### src/cirq_pkg.sv
// shared constants, types and helpers for the cascaded interrupt controller
package cirq_pkg;

    // port addresses of the two controllers
    localparam logic [7:0] MASTER_EVEN = 8'h20;
    localparam logic [7:0] MASTER_ODD  = 8'h21;
    localparam logic [7:0] SLAVE_EVEN  = 8'hA0;
    localparam logic [7:0] SLAVE_ODD   = 8'hA1;

    // controller indices and request line count
    localparam int unsigned MASTER    = 0;
    localparam int unsigned SLAVE     = 1;
    localparam int unsigned IRQ_LINES = 16;

    // field positions in the written words
    localparam int unsigned WORD_ONE_BIT  = 4;
    localparam int unsigned SINGLE_BIT    = 1;
    localparam int unsigned NEED_FOUR_BIT = 0;
    localparam int unsigned VEC_LSB       = 3;
    localparam int unsigned SPECIAL_FULLY_NESTED_BIT      = 4;
    localparam int unsigned AUTOMATIC_END_OF_SERVICE_BIT      = 1;
    localparam int unsigned OP_THREE_BIT  = 3;
    localparam int unsigned EOI_BIT       = 5;
    localparam int unsigned SPECIFIC_BIT  = 6;
    localparam int unsigned ESMM_BIT      = 6;
    localparam int unsigned SMM_BIT       = 5;
    localparam int unsigned RR_BIT        = 1;
    localparam int unsigned RIS_BIT       = 0;

    // values loaded by the first initialization word, and the spurious level
    localparam logic [7:0] CASC_AFTER_INIT = 8'h02;
    localparam logic [7:0] MASK_AFTER_INIT = 8'h00;
    localparam logic [2:0] SPURIOUS_LEVEL  = 3'h7;

    typedef enum logic [4:0] {
        ST_IDLE = 5'h01,
        ST_W2   = 5'h02,
        ST_W3   = 5'h04,
        ST_W4   = 5'h08,
        ST_RUN  = 5'h10
    } cirq_step_t;

    typedef enum logic [1:0] {
        AK_WAIT   = 2'h1,
        AK_SECOND = 2'h2
    } cirq_ack_t;

    typedef struct packed {
        cirq_step_t step;
        logic [7:0] master_request_pending;
        logic [7:0] master_in_service;
        logic [7:0] mask;
        logic [7:0] casc;
        logic [4:0] vecHi;
        logic       needFour;
        logic       single;
        logic       special_fully_nested;
        logic       automatic_end_of_service;
        logic       readIsr;
        logic       specialMask;
    } cirq_ctrl_t;

    // one host port access, single-cycle strobes
    typedef struct packed {
        logic [7:0] addr;
        logic       wr;
        logic       rd;
        logic [7:0] data;
    } cirq_io_t;

    typedef struct packed {
        logic [7:0] data;
        logic       oe;
    } cirq_drive_t;

    typedef struct packed {
        cirq_ctrl_t [1:0] ctl;
        cirq_ack_t        ack;
        logic [2:0]       akMLevel;
        logic [2:0]       akLevel;
        logic             akSlave;
        logic             akDrive;
        logic             akSpur;
        logic             akMSet;
        logic             intr;
        cirq_drive_t      drive;
    } cirq_top_t;

    typedef struct packed {
        logic [IRQ_LINES-1:0] s1;
        logic [IRQ_LINES-1:0] s2;
        logic [IRQ_LINES-1:0] s3;
        logic [IRQ_LINES-1:0] stable;
    } cirq_sync_t;

    localparam cirq_ctrl_t CTRL_RESET = '{step: ST_IDLE, master_request_pending: 8'h00,
        master_in_service: 8'h00, mask: 8'h00, casc: 8'h00, vecHi: 5'h00,
        needFour: 1'h0, single: 1'h0, special_fully_nested: 1'h0, automatic_end_of_service: 1'h0,
        readIsr: 1'h0, specialMask: 1'h0};

    localparam cirq_top_t TOP_RESET = '{ctl: '{CTRL_RESET, CTRL_RESET},
        ack: AK_WAIT, akMLevel: 3'h0, akLevel: 3'h0, akSlave: 1'h0,
        akDrive: 1'h0, akSpur: 1'h0, akMSet: 1'h0, intr: 1'h0,
        drive: '{data: 8'h00, oe: 1'h0}};

    // inactive request pins idle high
    localparam cirq_sync_t SYNC_RESET = '{s1: 16'hFFFF, s2: 16'hFFFF,
        s3: 16'hFFFF, stable: 16'hFFFF};

    // {found, level}; level 0 ranks highest
    function automatic logic [3:0] highest(input logic [7:0] v);
        logic [3:0] r;
        r = 4'h0;
        for (int i = 7; i >= 0; i--) begin
            if (v[i]) begin
                r = {1'b1, 3'(i)};
            end
        end
        return r;
    endfunction : highest

    // one port write into one controller's state
    function automatic cirq_ctrl_t portWrite(input cirq_ctrl_t cur,
                                             input logic       odd,
                                             input logic [7:0] val);
        cirq_ctrl_t nxt;
        logic [3:0] top;
        nxt = cur;
        top = highest(cur.master_in_service);
        if (!odd) begin
            if (val[WORD_ONE_BIT]) begin
                // fixed priority is the only order kept here
                nxt.step        = ST_W2;
                nxt.mask        = MASK_AFTER_INIT;
                nxt.master_in_service         = 8'h00;
                nxt.specialMask = 1'h0;
                nxt.readIsr     = 1'h0;
                nxt.casc        = CASC_AFTER_INIT;
                nxt.special_fully_nested        = 1'h0;
                nxt.automatic_end_of_service        = 1'h0;
                nxt.needFour    = val[NEED_FOUR_BIT];
                nxt.single      = val[SINGLE_BIT];
            end else if (cur.step == ST_RUN) begin
                if (val[OP_THREE_BIT]) begin
                    if (val[ESMM_BIT]) begin
                        nxt.specialMask = val[SMM_BIT];
                    end
                    if (val[RR_BIT]) begin
                        nxt.readIsr = val[RIS_BIT];
                    end
                end else if (val[EOI_BIT]) begin
                    if (val[SPECIFIC_BIT]) begin
                        nxt.master_in_service[val[2:0]] = 1'h0;
                    end else if (top[3]) begin
                        nxt.master_in_service[top[2:0]] = 1'h0;
                    end
                end
            end
        end else begin
            case (cur.step)
                ST_W2: begin
                    nxt.vecHi = val[7:VEC_LSB];
                    if (!cur.single) begin
                        nxt.step = ST_W3;
                    end else if (cur.needFour) begin
                        nxt.step = ST_W4;
                    end else begin
                        nxt.step = ST_RUN;
                    end
                end
                ST_W3: begin
                    nxt.casc = val;
                    if (cur.needFour) begin
                        nxt.step = ST_W4;
                    end else begin
                        nxt.step = ST_RUN;
                    end
                end
                ST_W4: begin
                    nxt.special_fully_nested = val[SPECIAL_FULLY_NESTED_BIT];
                    nxt.automatic_end_of_service = val[AUTOMATIC_END_OF_SERVICE_BIT];
                    nxt.step = ST_RUN;
                end
                ST_RUN: begin
                    nxt.mask = val;
                end
                default: begin
                    nxt = cur;
                end
            endcase
        end
        return nxt;
    endfunction : portWrite

endpackage : cirq_pkg

### src/cirq_sync.sv
// three-stage synchroniser with agreement filter for the request pins
`timescale 1ns/1ps
`default_nettype none
module cirq_sync (
    // clock and reset
    input  wire logic                           ref_clk,
    input  wire logic                           rstSync_n,
    // pins and filtered levels
    input  wire logic [cirq_pkg::IRQ_LINES-1:0] rawIn,
    output logic      [cirq_pkg::IRQ_LINES-1:0] filtered
);
    cirq_pkg::cirq_sync_t q;
    cirq_pkg::cirq_sync_t d;
    logic [cirq_pkg::IRQ_LINES-1:0] agree;

    always_comb begin
        d      = q;
        d.s1   = rawIn;
        d.s2   = q.s1;
        d.s3   = q.s2;
        // a level counts only once stages two and three agree
        agree    = ~(q.s2 ^ q.s3);
        d.stable = (q.s3 & agree) | (q.stable & ~agree);
    end

    always_ff @(posedge ref_clk or negedge rstSync_n) begin
        if (!rstSync_n) begin
            q <= cirq_pkg::SYNC_RESET;
        end else begin
            q <= d;
        end
    end

    assign filtered = q.stable;
endmodule : cirq_sync
`default_nettype wire

### src/cirq_decide.sv
// priority decision for one eight-input controller, fixed priority
`timescale 1ns/1ps
`default_nettype none
module cirq_decide (
    // controller state
    input  wire logic [7:0] master_request_pending,
    input  wire logic [7:0] mask,
    input  wire logic [7:0] master_in_service,
    input  wire logic       specialMask,
    input  wire logic [7:0] nestOpen,
    // decision
    output logic            want,
    output logic [2:0]      level
);
    logic [3:0] reqTop;
    logic [3:0] blkTop;

    always_comb begin
        reqTop = cirq_pkg::highest(master_request_pending & ~mask);
        // with special masking a masked in-service level stops blocking
        blkTop = cirq_pkg::highest(specialMask ? (master_in_service & ~mask) : master_in_service);
        level  = reqTop[2:0];
        want   = reqTop[3] && (!blkTop[3] || reqTop[2:0] < blkTop[2:0]
                 || (reqTop[2:0] == blkTop[2:0] && nestOpen[reqTop[2:0]]));
    end

endmodule : cirq_decide
`default_nettype wire

### src/cirq_top.sv
// cascaded pair of eight-input interrupt controllers on host port pairs
// How it works
// - a low level on a request pin is an active request, no edge
// - request gone at first acknowledge: second acknowledge gives level 7
// - genuine level 7 sets in-service bit, spurious one leaves it clear
// - master decodes ports 20h/21h, slave decodes A0h/A1h
// - word one written to the even port starts a new initialization
// - word one clears mask, special masking, selects pending read, id 2
// - next odd-port writes load words two, three and four in order
// - requests are accepted only once initialization completes
// - master and slave hold separate, independent mode state
// - vector is word-two bits 3-7 above the serviced level
// - master word three marks inputs that carry a slave
// - slave word three bits 0-2 hold its id, matched to broadcast
// - second acknowledge drives an eight-bit vector to the processor
// - word four sets special fully nested and automatic end of service, both acted on by the master only
`timescale 1ns/1ps
`default_nettype none
module cirq_top (
    // clock and reset
    input  wire logic                           ref_clk,
    input  wire logic                           reset_n,
    // host port access and acknowledge strobe
    input  wire cirq_pkg::cirq_io_t             hostIo,
    input  wire logic                           ackCycle,
    // request pins, active low
    input  wire logic [cirq_pkg::IRQ_LINES-1:0] irqLevel_n,
    // to the processor
    output logic                                intrReq,
    output cirq_pkg::cirq_drive_t               dataDrive
);
    logic [1:0]                     rstPipe_q;
    logic                           rstSync_n;
    logic [cirq_pkg::IRQ_LINES-1:0] syncd;
    cirq_pkg::cirq_top_t            q;
    cirq_pkg::cirq_top_t            d;
    logic                           mWant;
    logic [2:0]                     mLvl;
    logic                           sWant;
    logic [2:0]                     sLvl;
    logic [7:0]                     cascMap;
    logic [7:0]                     nestM;
    logic                           slaveSel;
    logic [4:0]                     respVecHi;
    logic                           mapped;

    // reset leaves through two flops so release is clean
    always_ff @(posedge ref_clk or negedge reset_n) begin
        if (!reset_n) begin
            rstPipe_q <= 2'h0;
        end else begin
            rstPipe_q <= {rstPipe_q[0], 1'h1};
        end
    end
    assign rstSync_n = rstPipe_q[1];

    cirq_sync u_sync (
        .ref_clk   (ref_clk),
        .rstSync_n (rstSync_n),
        .rawIn     (irqLevel_n),
        .filtered  (syncd)
    );

    // cascade map only counts when the master runs cascaded
    assign cascMap = q.ctl[cirq_pkg::MASTER].single ? 8'h00
                   : q.ctl[cirq_pkg::MASTER].casc;
    assign nestM   = q.ctl[cirq_pkg::MASTER].special_fully_nested ? cascMap : 8'h00;

    cirq_decide u_master (
        .master_request_pending         (q.ctl[cirq_pkg::MASTER].master_request_pending),
        .mask        (q.ctl[cirq_pkg::MASTER].mask),
        .master_in_service         (q.ctl[cirq_pkg::MASTER].master_in_service),
        .specialMask (q.ctl[cirq_pkg::MASTER].specialMask),
        .nestOpen    (nestM),
        .want        (mWant),
        .level       (mLvl)
    );

    cirq_decide u_slave (
        .master_request_pending         (q.ctl[cirq_pkg::SLAVE].master_request_pending),
        .mask        (q.ctl[cirq_pkg::SLAVE].mask),
        .master_in_service         (q.ctl[cirq_pkg::SLAVE].master_in_service),
        .specialMask (q.ctl[cirq_pkg::SLAVE].specialMask),
        .nestOpen    (8'h00),
        .want        (sWant),
        .level       (sLvl)
    );

    // slave answers only when its id matches the broadcast level
    assign slaveSel = cascMap[mLvl]
        && (q.ctl[cirq_pkg::SLAVE].casc[2:0] == mLvl);
    assign respVecHi = q.akSlave ? q.ctl[cirq_pkg::SLAVE].vecHi
                                 : q.ctl[cirq_pkg::MASTER].vecHi;
    assign mapped = hostIo.addr == cirq_pkg::MASTER_EVEN
        || hostIo.addr == cirq_pkg::MASTER_ODD
        || hostIo.addr == cirq_pkg::SLAVE_EVEN
        || hostIo.addr == cirq_pkg::SLAVE_ODD;

    always_comb begin
        d          = q;
        d.drive.oe = 1'h0;
        d.intr     = mWant;
        // once running, pending bits follow the pin level every cycle; master cascade inputs follow the slave's request
        d.ctl[cirq_pkg::SLAVE].master_request_pending =
            (q.ctl[cirq_pkg::SLAVE].step == cirq_pkg::ST_RUN)
            ? ~syncd[15:8] : 8'h00;
        d.ctl[cirq_pkg::MASTER].master_request_pending =
            (q.ctl[cirq_pkg::MASTER].step == cirq_pkg::ST_RUN)
            ? ((~syncd[7:0] & ~cascMap) | (cascMap & {8{sWant}}))
            : 8'h00;
        // each controller sees only its own pair of ports
        if (hostIo.wr) begin
            if (hostIo.addr == cirq_pkg::MASTER_EVEN
                || hostIo.addr == cirq_pkg::MASTER_ODD) begin
                d.ctl[cirq_pkg::MASTER] = cirq_pkg::portWrite(
                    d.ctl[cirq_pkg::MASTER], hostIo.addr[0],
                    hostIo.data);
            end
            if (hostIo.addr == cirq_pkg::SLAVE_EVEN
                || hostIo.addr == cirq_pkg::SLAVE_ODD) begin
                d.ctl[cirq_pkg::SLAVE] = cirq_pkg::portWrite(
                    d.ctl[cirq_pkg::SLAVE], hostIo.addr[0],
                    hostIo.data);
            end
        end
        if (hostIo.rd && mapped) begin
            d.drive.oe = 1'h1;
            if (hostIo.addr[0]) begin
                d.drive.data = q.ctl[hostIo.addr[7]].mask;
            end else if (q.ctl[hostIo.addr[7]].readIsr) begin
                d.drive.data = q.ctl[hostIo.addr[7]].master_in_service;
            end else begin
                d.drive.data = q.ctl[hostIo.addr[7]].master_request_pending;
            end
        end
        case (q.ack)
            cirq_pkg::AK_WAIT: begin
                if (ackCycle) begin
                    // request must still stand at this edge to be genuine
                    d.ack      = cirq_pkg::AK_SECOND;
                    d.akMSet   = mWant;
                    d.akMLevel = mWant ? mLvl : cirq_pkg::SPURIOUS_LEVEL;
                    d.akSlave  = mWant && slaveSel;
                    d.akDrive  = !(mWant && cascMap[mLvl] && !slaveSel);
                    d.akSpur   = !mWant || (slaveSel && !sWant);
                    d.akLevel  = cirq_pkg::SPURIOUS_LEVEL;
                    if (mWant) begin
                        d.ctl[cirq_pkg::MASTER].master_in_service[mLvl] = 1'h1;
                        d.akLevel = mLvl;
                        if (slaveSel) begin
                            d.akLevel = sWant ? sLvl
                                              : cirq_pkg::SPURIOUS_LEVEL;
                            if (sWant) begin
                                d.ctl[cirq_pkg::SLAVE].master_in_service[sLvl] = 1'h1;
                            end
                        end
                    end
                end
            end
            cirq_pkg::AK_SECOND: begin
                if (ackCycle) begin
                    d.ack = cirq_pkg::AK_WAIT;
                    if (q.akDrive) begin
                        d.drive.oe   = 1'h1;
                        d.drive.data = {respVecHi, q.akLevel};
                    end
                    // automatic end of service is kept to the master
                    if (q.akMSet && q.ctl[cirq_pkg::MASTER].automatic_end_of_service) begin
                        d.ctl[cirq_pkg::MASTER].master_in_service[q.akMLevel] = 1'h0;
                    end
                end
            end
            default: begin
                d.ack = cirq_pkg::AK_WAIT;
            end
        endcase
    end

    always_ff @(posedge ref_clk or negedge rstSync_n) begin
        if (!rstSync_n) begin
            q <= cirq_pkg::TOP_RESET;
        end else begin
            q <= d;
        end
    end

    assign intrReq   = q.intr;
    assign dataDrive = q.drive;
endmodule : cirq_top
`default_nettype wire

### config.mk
export PLATFORM = sky130hd
export DESIGN_NAME = cirq_top
export DESIGN_NICKNAME = d
export VERILOG_FILES = /design/src/cirq_pkg.sv /design/src/cirq_sync.sv /design/src/cirq_decide.sv /design/src/cirq_top.sv
export SDC_FILE = /design/constraint.sdc
export NUM_CORES = 1
export LEC_CHECK = 0
export BUFFER_PORTS_ARGS = -buffer_cell sky130_fd_sc_hd__buf_4
export CAP_MARGIN = 10
export CELL_PAD_IN_SITES_DETAIL_PLACEMENT = 2
export CELL_PAD_IN_SITES_GLOBAL_PLACEMENT = 2
export CORE_MARGIN = 3
export CORE_UTILIZATION = 44
export CTS_BUF_LIST = sky130_fd_sc_hd__clkbuf_8 sky130_fd_sc_hd__clkbuf_16
export DETAILED_ROUTE_END_ITERATION = 10
export GPL_TIMING_DRIVEN = 0
export MAX_ROUTING_LAYER = met4
export PLACE_DENSITY_LB_ADDON = 0.1
export SYNTH_ARGS = -nofsm -noshare
export SYNTH_HDL_FRONTEND = slang
export SYNTH_SLANG_ARGS = --single-unit
### constraint.sdc
create_clock -name ref_clk -period 13.4 [get_ports ref_clk]
set_input_delay 2.68 -clock ref_clk [delete_from_list [all_inputs] [get_ports ref_clk]]
set_output_delay 2.68 -clock ref_clk [all_outputs]
set_load 0.02 [all_outputs]
==> results.md, run 1 <==
* Sequential fraction of the synthesis area at around 52%
* TritonCTS clock tree: built
* Clk buf depth at 2
* Final Cycle Share at 39.7%
* GP Congestion at 0.913
* Synth cell types at 85
* Slew Limit Fails at 0
* Final hold violation count at 0
* Syn. warnings at 0
* Ys async rst share at 100%
* Biggest area consumer among synthesized cells: dfrtp_1
* Final setup TNS at 0 ps
* Pin count of the biggest net entering global routing at 71
* Worst Skew at approximately 12 ps
* Worst Hold Class: reg -> reg
* Placed Area at 9410 um^2
* Beginning of the worst register-to-register path: q[70]$_DFFE_PN0P_
* Post-route minimum period at about 5300 ps
* Max H-tree Level at 4
* Row count at 50
* Post-Route WL at around 31000 um
* Initial core utilization at between 40% and 50%
* Flop2flop setup slack at slightly above 9000 ps
* Dpl cells at approximately 1100
* Tightest Pin Transition at 946 ps
* Cts bufs inserted at 17
* Port bufs at between 40 and 50
* Relative slew slack at 36.5%
* # Post-CTS Setup Buffers at 0
* Pwr Density at 125 nW/um^2
* Nature of the critical path endpoint: flop
* Root buffer cell: clkbuf_16
* Vias at 7134
* Post-synth top cells: 109 x dfrtp_1, 67 x dfstp_2, 66 x nand2_1, 65 x nor2_1, 54 x o21ai_0
* #FFs+latches synth at ~180
* Mapped Cells at ~800
* Finished Cell Area at 10000 um^2
* Post-CTS Resized at 0
* Post-Syn Area per Cell at approximately 11 um^2
* GRT Total Usage at a little under a third
* CTS sink count at between 150 and 200
* RSZ-0062 raised after global routing: false
* CTS Hold Bufs at 0
* Most area-consuming cells after synthesis: dfrtp_1 31%, dfstp_2 20%, mux2_2 4.1%, o21ai_0 3.1%, nand2_1 2.9%
* Latest clock arrival within the worst-skew pair at ~450 ps
* Peak supply drop at ~0.000077 V
* Critical path launch point: hostIo[12]
* Post-synth EDFFs at 0
* Vias in the first global route at a little over 8000
* Share of layout cells above drive strength 1 at 25.7%
* Initial antenna violation count at 0
* Antenna Violating Nets Remaining at 0
* Most numerous cell in the Yosys netlist: dfrtp_1
* I/O pins at 47
* Final Core Density at between 50% and 60%
* Fin cells at roughly 1200
* Pre-Repair DR Iteration Count at 5
* Nets@finish at 923
* Leakage at approximately 0.0042 uW
* Core area at ~19000 um^2
* Crit path DAT at 5630 ps
* Die Wd at between 100 and 150 um
* Post-synth top area share at a little under a third
* Final setup violation count at 0
* Crit Path Class: in -> reg
* Final HPWL DP at approximately 22000 um
* Clk slew on worst S/H paths at 80 ps
* Residual DRC count at 0
* Die footprint at about 21000 um^2
* Cell area after synthesis at 8690 um^2
* Area Overhead vs Synth at 15.0%
* Vias per cell at roughly 6.2
* Starting DRT DRC Count at 470
* Maxcap violations at 0
* First-pass GRT wire length at 49200 um
* Chip height at between 100 and 150 um
* Ys flop type: dfrtp_1
* Overflow after GRT at 0
* Antenna diodes at 0
* Outcome: completed
* Worst-path maximum fanout at 10
* Worst Path Required at ~14000 ps
* WL/cell at approximately 27 um
* Net Count, Synth at around 860
* Worst Setup EP: q[38]$_DFFE_PN0P_
* Worst setup SP type: input port
* Max Freq at between 150 and 200 MHz
* R2r endpoint: q[104]$_DFF_PN0_
* R2R depth at 12
* Filler instances at between 1500 and 2000
## critical path, cell delays in order
cell and delay, ps:
buf_4 100, or4b_1 530, nor3_2 500, nand2_1 210, or2_1 250, clkbuf_1 180, nor2_1 250, nand4_1 350
buf_2 310, nand3_1 120, o21ai_0 140
## worst min path at each step
stage	startpoint	end	cells past startpoint
2_1_floorplan	rstPipe_q[0]$_DFF_PN0_	rstPipe_q[1]$_DFF_PN0_	0
3_3_place_gp	rstPipe_q[0]$_DFF_PN0_	rstPipe_q[1]$_DFF_PN0_	0
4_1_cts	u_sync.d[33]$_DFF_PN1_	u_sync.d[17]$_DFF_PN1_	0
5_1_grt	u_sync.d[34]$_DFF_PN1_	u_sync.d[18]$_DFF_PN1_	0
6_report	u_sync.d[33]$_DFF_PN1_	u_sync.d[17]$_DFF_PN1_	0
3_5_place_dp	rstPipe_q[0]$_DFF_PN0_	rstPipe_q[1]$_DFF_PN0_	0
## layout make-up
type	instances	area, um^2	area share, %
multi-input cells	573	3920	39.2
flip-flops and latches	176	4490	44.9
repair buffers	46	385	3.86
clock buffers	17	425	4.26
plain buffers	42	195	1.95
well taps	260	325	3.25
inverters	23	86.3	0.864
clock inverters	15	164	1.64
## kinds of logic after synthesis
group / synth area share, %
compound gates: 19.0
xor+xnor: 0.101
fa+ha+maj: 2.85
buf+inv: 3.24
flops: 51.6
mux: 7.25
other cells: 0.0431
simple gates: 15.8
## state kept, by name (all words and copies together), names as in the netlist, named ones only
signal / flops
dataDrive: 9
intrReq: 1
q: 100
rstPipe_q: 2
u_sync.d: 32
u_sync.q: 16
## layer usage
metal	vias to the layer above	share of wire (%)	routed length, um	GRT usage, %
li1	3088	-	-	-
met1	3751	42	13100	38.5
met2	226	50	15700	51.3
met3	69	4.4	1360	4.90
met4	0	3.1	978	11.1
met5	-	0	0	-
## power breakdown
group          total [uW]  internal (uW)  leakage [uW]  switching [uW]
sequential            589            567       0.00204            22.0
clock                 509            252      0.000293             258
combinational         149           57.5       0.00185            91.7
total                1250            876       0.00418             371
## cells in the final DEF (no fill, tap or decap), drive strengths merged, types with 16 or more instances in the layout
cell type	instances
o21ai	59
mux2	32
nand2	66
nor3	17
nand3	30
o211ai	19
nor2b	22
nand2b	29
clkbuf	44
a22o	27
maj3	16
buf	61
dfrtp	109
inv	32
nor2	66
dfstp	67
a21oi	39
## per-stage QoR
stage | total power, uW | setup WS (ps) | hold slack, ps
2_1_floorplan | 679 | 8250 | 331
3_3_place_gp | 731 | 6530 | 341
3_5_place_dp | 745 | 7840 | 341
4_1_cts | 1250 | 8110 | 355
5_1_grt | 1300 | 7870 | 359
6_report | 1250 | 8080 | 351
Power figures use the tool's default switching activity.
==> inputs of run 2 (changes only) <==
--- a/config.mk
+++ b/config.mk
@@ -10,7 +10,7 @@
 export CELL_PAD_IN_SITES_DETAIL_PLACEMENT = 2
 export CELL_PAD_IN_SITES_GLOBAL_PLACEMENT = 2
 export CORE_MARGIN = 3
-export CORE_UTILIZATION = 44
+export CORE_UTILIZATION = 41
 export CTS_BUF_LIST = sky130_fd_sc_hd__clkbuf_8 sky130_fd_sc_hd__clkbuf_16
 export DETAILED_ROUTE_END_ITERATION = 10
 export GPL_TIMING_DRIVEN = 0
==> constraint.sdc (replaced) <==
create_clock -name ref_clk -period 5.4 [get_ports ref_clk]
set_input_delay 1.08 -clock ref_clk [delete_from_list [all_inputs] [get_ports ref_clk]]
set_output_delay 1.08 -clock ref_clk [all_outputs]
set_load 0.02 [all_outputs]
==> run 2 against run 1 <==
Compared with the run above:
- cell count up 0.95%
- largest cell class unchanged
- clock skew is 1.2 ps lower
- critical endpoint is now q[102]$_DFF_PN0_
- clock-buffer cell count up 1
- combinational power grew 150%
- critical path type is now reg -> reg
- routed wire length is 4.0% lower
- sequential cell count stayed put
- clock power grew to 2.5 times the previous value
- sequential share of layout area down 0.19 points
- sequential power up 150%
- first-iteration DRC count shrank 7.9%
- via count decreased by 1.6%
==> results.md, run 2 (synthesis gave the netlist of run 1 again) <==
* Worst-path maximum fanout at 10 (unchanged)
* Max H-tree Level at 4 (unchanged)
* Setup ws final at 1370 ps (was 8080 ps)
* Starting DRT DRC Count at 433 (was 470)
* Nature of the critical path endpoint: flop (unchanged)
* Most frequent cells in the layout: 108 x dfrtp_1, 67 x dfstp_2, 66 x nand2_1 (unchanged)
* Pre-Repair DR Iteration Count at 5 (unchanged)
* TritonCTS clock tree: built (unchanged)
* Met2 Usage GRT at 46.1% (was 51.3%)
* Worst Skew at 11.2 ps (was 12.4 ps)
* Post-Route WL at 29900 um (was 31200 um)
* Met3 Use GR at 4.49% (was 4.90%)
* Cts bufs inserted at 17 (unchanged)
* Largest Register: q (unchanged)
* Initial core utilization at 42.3% (was 45.6%)
* Residual DRC count at 0 (unchanged)
* Max Freq at roughly 250 MHz
* GP Congestion at 0.898 (was 0.913)
* Pwr Density at 310 nW/um^2 (was 125 nW/um^2)
* Relative slew slack at 29.1% (was 36.5%)
* I/O pins at 47 (unchanged)
* CTS Hold Bufs at 0 (unchanged)
* Crit path DAT at 4350 ps (was 5630 ps)
* Filler instances at 2128 (was 1947)
* Gr busiest metal: met2 (unchanged)
* Leakage at 0.00419 uW (was 0.00418 uW)
* Max reg flops at 100 (unchanged)
* Share of layout cells above drive strength 1 at 25.8% (was 25.7%)
* Post-CTS Resized at 0 (unchanged)
* Most common cell after layout, fill and taps aside: dfrtp_1 (unchanged)
* Final hold violation count at 0 (unchanged)
* Met1 GRT Util at 36.1% (was 38.5%)
* Final Cycle Share at 74.7%
* Latest clock arrival within the worst-skew pair at 450 ps (about the same)
* Clk buf depth at 2 (unchanged)
* Pre-CTS WS at 1380 ps (was 7840 ps)
* Clk slew on worst S/H paths at 80 ps (about the same)
* Slowest-stage cell, CP: clkbuf_1 (was or4b_1)
* Initial antenna violation count at 1 (was 0)
* Maxcap violations at 0 (unchanged)
* Antenna Violating Nets Remaining at 0 (unchanged)
* Root buffer cell: clkbuf_16 (unchanged)
* WL/cell at 25.7 um (was 27.0 um)
* Multi-input gate area at 3920 um^2 (unchanged)
* Worst setup SP type: flop (was input port)
* Pin count of the biggest net entering global routing at 71 (unchanged)
* Area Overhead vs Synth at 15.5% (was 15.0%)
* Peak supply drop at 0.000192 V (was 0.0000770 V)
* Worst Hold Class: reg -> reg (unchanged)
* Crit Path Class: reg -> reg (was in -> reg)
* Core area at 20600 um^2 (was 19100 um^2)
* Tightest Pin Transition at 1060 ps (was 946 ps)
* Final setup TNS at 0 ps (unchanged)
* RSZ-0062 raised after global routing: false (unchanged)
* Chip height at 152 um (was 147 um)
* Worst Path Required at 5720 ps (was 13710 ps)
* Die footprint at 23000 um^2 (was 21500 um^2)
* Register Area at 4490 um^2 (unchanged)
* Final setup violation count at 0 (unchanged)
* Crit path largest cell delay at 500 ps (was 530 ps)
* GRT Total Usage at 28.0% (was 30.9%)
* Row count at 52 (was 50)
* Die Wd at 152 um (was 147 um)
* Vias at 7019 (was 7134)
* First-pass GRT wire length at 46900 um (was 49200 um)
* Total Power at 3110 uW (was 1250 uW)
* Crit path cell chain: clkbuf_1 > a21boi_0 > nand2b_1 > nor3_1 > nand2_1 > ha_1 > a211oi_1 > o211ai_1 > o211ai_1 > o21a_1 > clkbuf_1 > nand2_1 > o41ai_1 (was buf_4 > or4b_1 > nor3_2 > nand2_1 > or2_1 > clkbuf_1 > nor2_1 > nand4_1 > buf_2 > nand3_1 > o21ai_0)
* # Post-CTS Setup Buffers at 0 (unchanged)
* Overflow after GRT at 0 (unchanged)
* CTS sink count at 176 (unchanged)
* Outcome: completed (unchanged)
* Final HPWL DP at 22000 um (was 21800 um)
* Nets@finish at 923 (unchanged)
* Port bufs at 44 (unchanged)
* Post-route minimum period at a little over 4000 ps
* Vias per cell at 6.04 (was 6.19)
* Slew Limit Fails at 0 (unchanged)
* Vias in the first global route at 7866 (was 8069)
[run 2: cell count changes in the layout (fill, tap and decap cells not counted), sizes merged]
cell	change
diode	+1
clkbuf	+1
inv	-1
[run 2: worst paths after layout]
check	cells after the start	startpoint	to	slack [ps]
max in group asynchronous	1	rstPipe_q[1]$_DFF_PN0_	q[20]$_DFFE_PN1P_	4160
min reg2reg	0	u_sync.d[33]$_DFF_PN1_	u_sync.d[17]$_DFF_PN1_	360
min	0	u_sync.d[33]$_DFF_PN1_	u_sync.d[17]$_DFF_PN1_	360
max reg2reg	13	q[70]$_DFFE_PN0P_	q[102]$_DFF_PN0_	1370
min in group asynchronous	1	reset_n	rstPipe_q[1]$_DFF_PN0_	400
max	13	q[70]$_DFFE_PN0P_	q[102]$_DFF_PN0_	1370
[run 2: where the power goes]
group          switching [uW]  internal (uW)  leakage [uW]
sequential               52.0           1410       0.00204
combinational             224            142       0.00185
clock                     641            646      0.000300
total                     917           2200       0.00419
[run 2: final cells by class]
cell class	count	share of cell area (%)
diodes	1	0.0249
plain buffers	42	1.94
clock buffers	18	4.37
clock inverters	14	1.77
inverters	23	0.860
multi-input cells	573	39.1
flip-flops and latches	176	44.7
well taps	270	3.37
repair buffers	46	3.84
[run 2: per-stage QoR]
stage                     instances  hold WS [ps]  cell area, um^2  utilization (%)
after floorplan                 814           331             8690                -
after global placement         1128           339             9360             45.5
after detailed placement       1130           341             9420             45.8
after CTS                      1162           359            10000             48.8
after global routing           1163           365            10000             48.8
final                          1163           358            10000             48.8
[run 2: routing by layer]
layer  share of wire, %  routed length (um)
met3                4.2                1250
met4                2.6                 776
met2                 49               14700
met5                  0                   0
met1                 44               13200
[run 2: worst max-delay path: cells and delay by family, from the launching register on]
family                     cells  cell delay [ps]
adders and majority gates      1              310
buffers and inverters          2              910
AOI/OAI and AO/OA              6             1440
and+or+nand+nor                4              890
DFF                            1              340
==> inputs of run 3 (changes only) <==
==> constraint.sdc (replaced) <==
create_clock -name ref_clk -period 3.9 [get_ports ref_clk]
set_input_delay 0.78 -clock ref_clk [delete_from_list [all_inputs] [get_ports ref_clk]]
set_output_delay 0.78 -clock ref_clk [all_outputs]
set_load 0.02 [all_outputs]
==> run 3 against run 2 <==
Compared with the run above:
- fmax rose by 11%
- clock-buffer cell count decreased by 1
- final area grew 0.15%
- cell count did not move
- utilization grew 0.073 points
- die area is the same
- power grew 37%
- sequential power is 38% higher
- critical path depth did not move
- worst setup slack got worse by 1100 ps
- hold slack got worse by 260 ps
- largest cell class unchanged
- highest routed layer unchanged
==> results.md, run 3 (synthesis gave the netlist of run 1 again) <==
* Worst Hold Class: in -> async (was reg -> reg)
* Most common cell after layout, fill and taps aside: dfrtp_1 (unchanged)
* Most frequent cells in the layout: 108 x dfrtp_1, 67 x dfstp_2, 66 x nand2_1 (unchanged)
* Largest Register: q (unchanged)
* Met2 Usage GRT at 46.0% (was 46.1%)
* Clk slew on worst S/H paths at 80 ps (about the same)
* Finished Cell Area at 10100 um^2 (was 10000 um^2)
* Core area at 20600 um^2 (unchanged)
* Hold WS at 99.3 ps (was 358 ps)
* Met3 Use GR at 4.58% (was 4.49%)
* First-pass GRT wire length at 46300 um (was 46900 um)
* WL/cell at 25.3 um (was 25.7 um)
* Worst Skew at 13.7 ps (was 11.2 ps)
* # Post-CTS Setup Buffers at 0 (unchanged)
* Met1 GRT Util at 35.4% (was 36.1%)
* Maxcap violations at 0 (unchanged)
* Outcome: completed (unchanged)
* Flop2flop setup slack at 280 ps (was 1370 ps)
* Clk buf depth at 2 (unchanged)
* Antenna Violating Nets Remaining at 0 (unchanged)
* Root buffer cell: clkbuf_16 (unchanged)
* Vias at 7076 (was 7019)
* R2r endpoint: q[15]$_DFFE_PN0P_ (was q[102]$_DFF_PN0_)
* Worst Path Required at 4230 ps (was 5720 ps)
* GRT Total Usage at 27.6% (was 28.0%)
* Crit path DAT at 3960 ps (was 4350 ps)
* Chip height at 152 um (unchanged)
* RSZ-0062 raised after global routing: false (unchanged)
* Pin count of the biggest net entering global routing at 55 (was 71)
* Placed Area at 9430 um^2 (was 9420 um^2)
* Die footprint at 23000 um^2 (unchanged)
* R2R depth at 13 (unchanged)
* Final Cycle Share at 92.9% (was 74.7%)
* Latest clock arrival within the worst-skew pair at 450 ps (about the same)
* Area Overhead vs Synth at 15.7% (was 15.5%)
* Nets@finish at 922 (was 923)
* Final hold violation count at 0 (unchanged)
* Final setup violation count at 0 (unchanged)
* Max H-tree Level at 4 (unchanged)
* Pwr Density at 425 nW/um^2 (was 310 nW/um^2)
* Tightest Pin Transition at 905 ps (was 1060 ps)
* Post-Route WL at 29400 um (was 29900 um)
* Crit Path Class: reg -> reg (unchanged)
* Critical path launch point: q[22]$_DFFE_PN0P_ (was q[70]$_DFFE_PN0P_)
* CTS sink count at 176 (unchanged)
* Max Freq at 276 MHz (was 248 MHz)
* Share of layout cells above drive strength 1 at 26.2% (was 25.8%)
* Initial antenna violation count at 0 (was 1)
* Peak supply drop at 0.000291 V (was 0.000192 V)
* Residual DRC count at 0 (unchanged)
* Post-route minimum period at 3620 ps (was 4030 ps)
* Worst setup SP type: flop (unchanged)
* Vias per cell at 6.08 (was 6.04)
* Port bufs at 44 (unchanged)
* GP Congestion at 0.888 (was 0.898)
* Die Wd at 152 um (unchanged)
* Post-CTS Resized at 0 (unchanged)
* Leakage at 0.00422 uW (was 0.00419 uW)
* Overflow after GRT at 0 (unchanged)
* CTS Hold Bufs at 0 (unchanged)
* Relative slew slack at 39.3% (was 29.1%)
* Nature of the critical path endpoint: flop (unchanged)
* Worst-path maximum fanout at 10 (unchanged)
* Beginning of the worst register-to-register path: q[22]$_DFFE_PN0P_ (was q[70]$_DFFE_PN0P_)
* Starting DRT DRC Count at 425 (was 433)
* Vias in the first global route at 7805 (was 7866)
* Max reg flops at 100 (unchanged)
* Filler instances at 2097 (was 2128)
* Initial core utilization at 42.3% (unchanged)
* Row count at 52 (unchanged)
* Final HPWL DP at 22200 um (was 22000 um)
* Total Power at 4270 uW (was 3110 uW)
* TritonCTS clock tree: built (unchanged)
* Cts bufs inserted at 17 (unchanged)
* Pre-Repair DR Iteration Count at 4 (was 5)
* I/O pins at 47 (unchanged)
* Gr busiest metal: met2 (unchanged)
* Slew Limit Fails at 0 (unchanged)
## run 3: changes by cell type in the layout (fill, tap and decap cells not counted), moves of 2 or more
cell	delta
clkinv_8	+2
o41ai_1	-2
clkbuf_1	-2
buf_12	+2
inv_12	-2
o41ai_2	+2
inv_8	-2
## run 3: per-stage QoR
stage | TNS (ps) | setup WS, ps | util [%] | cells
after CTS | 0 | 7.57 | 48.8 | 1162
final | 0 | 277 | 48.9 | 1163
after global placement | 0 | 52.3 | 45.5 | 1128
after detailed placement | -18.8 | -18.8 | 45.9 | 1131
after global routing | 0 | 80.9 | 48.9 | 1161
after floorplan | 0 | 943 | - | 814
## run 3: final cells by class
type	instances	area [um^2]	share of cell area, %
buffer	40	188	1.87
clock buffer	17	425	4.23
clock inverter	15	176	1.75
multi-input combinational	573	3950	39.2
sequential	176	4490	44.7
tap	270	338	3.36
antenna	2	5.00	0.0498
timing repair buffer	47	398	3.96
inverter	23	86.3	0.859
## run 3: power breakdown
| part | internal, uW | total, uW | switching (uW) |
|---|---|---|---|
| Clock | 863 | 1740 | 877 |
| Sequential | 1950 | 2020 | 69.2 |
| Combinational | 198 | 514 | 315 |
| Total | 3010 | 4270 | 1260 |
## run 3: critical path, stage by stage, from the launching register on
cell,delay [ps]
dfrtp_1,370
buf_2,180
a21boi_0,330
nor2_1,90
o311ai_0,390
nand2_1,120
ha_1,340
a21o_1,170
a21oi_1,140
a21oi_1,110
a2111o_1,460
nor3_4,260
nand2_1,240
o221a_1,300
## run 3: how the worst max path moves through the flow
stage                        endpoint  slack (ps)  cells past startpoint
finish              q[15]$_DFFE_PN0P_         280                     13
global placement      q[60]$_DFF_PN0_          50                      0
floorplan           q[15]$_DFFE_PN0P_         940                     13
global route         q[102]$_DFF_PN0_          80                     13
CTS                  q[100]$_DFF_PN0_           8                     13
detailed placement   q[104]$_DFF_PN0_         -20                     13
## run 3: routing by layer
layer  up-vias  share of wire, %  routed length [um]
li1       3102                 -                   -
met1      3772                44               13000
met2       161                50               14800
met3        41               3.9                1150
met4         0               1.6                 471
met5         -                 0                   0
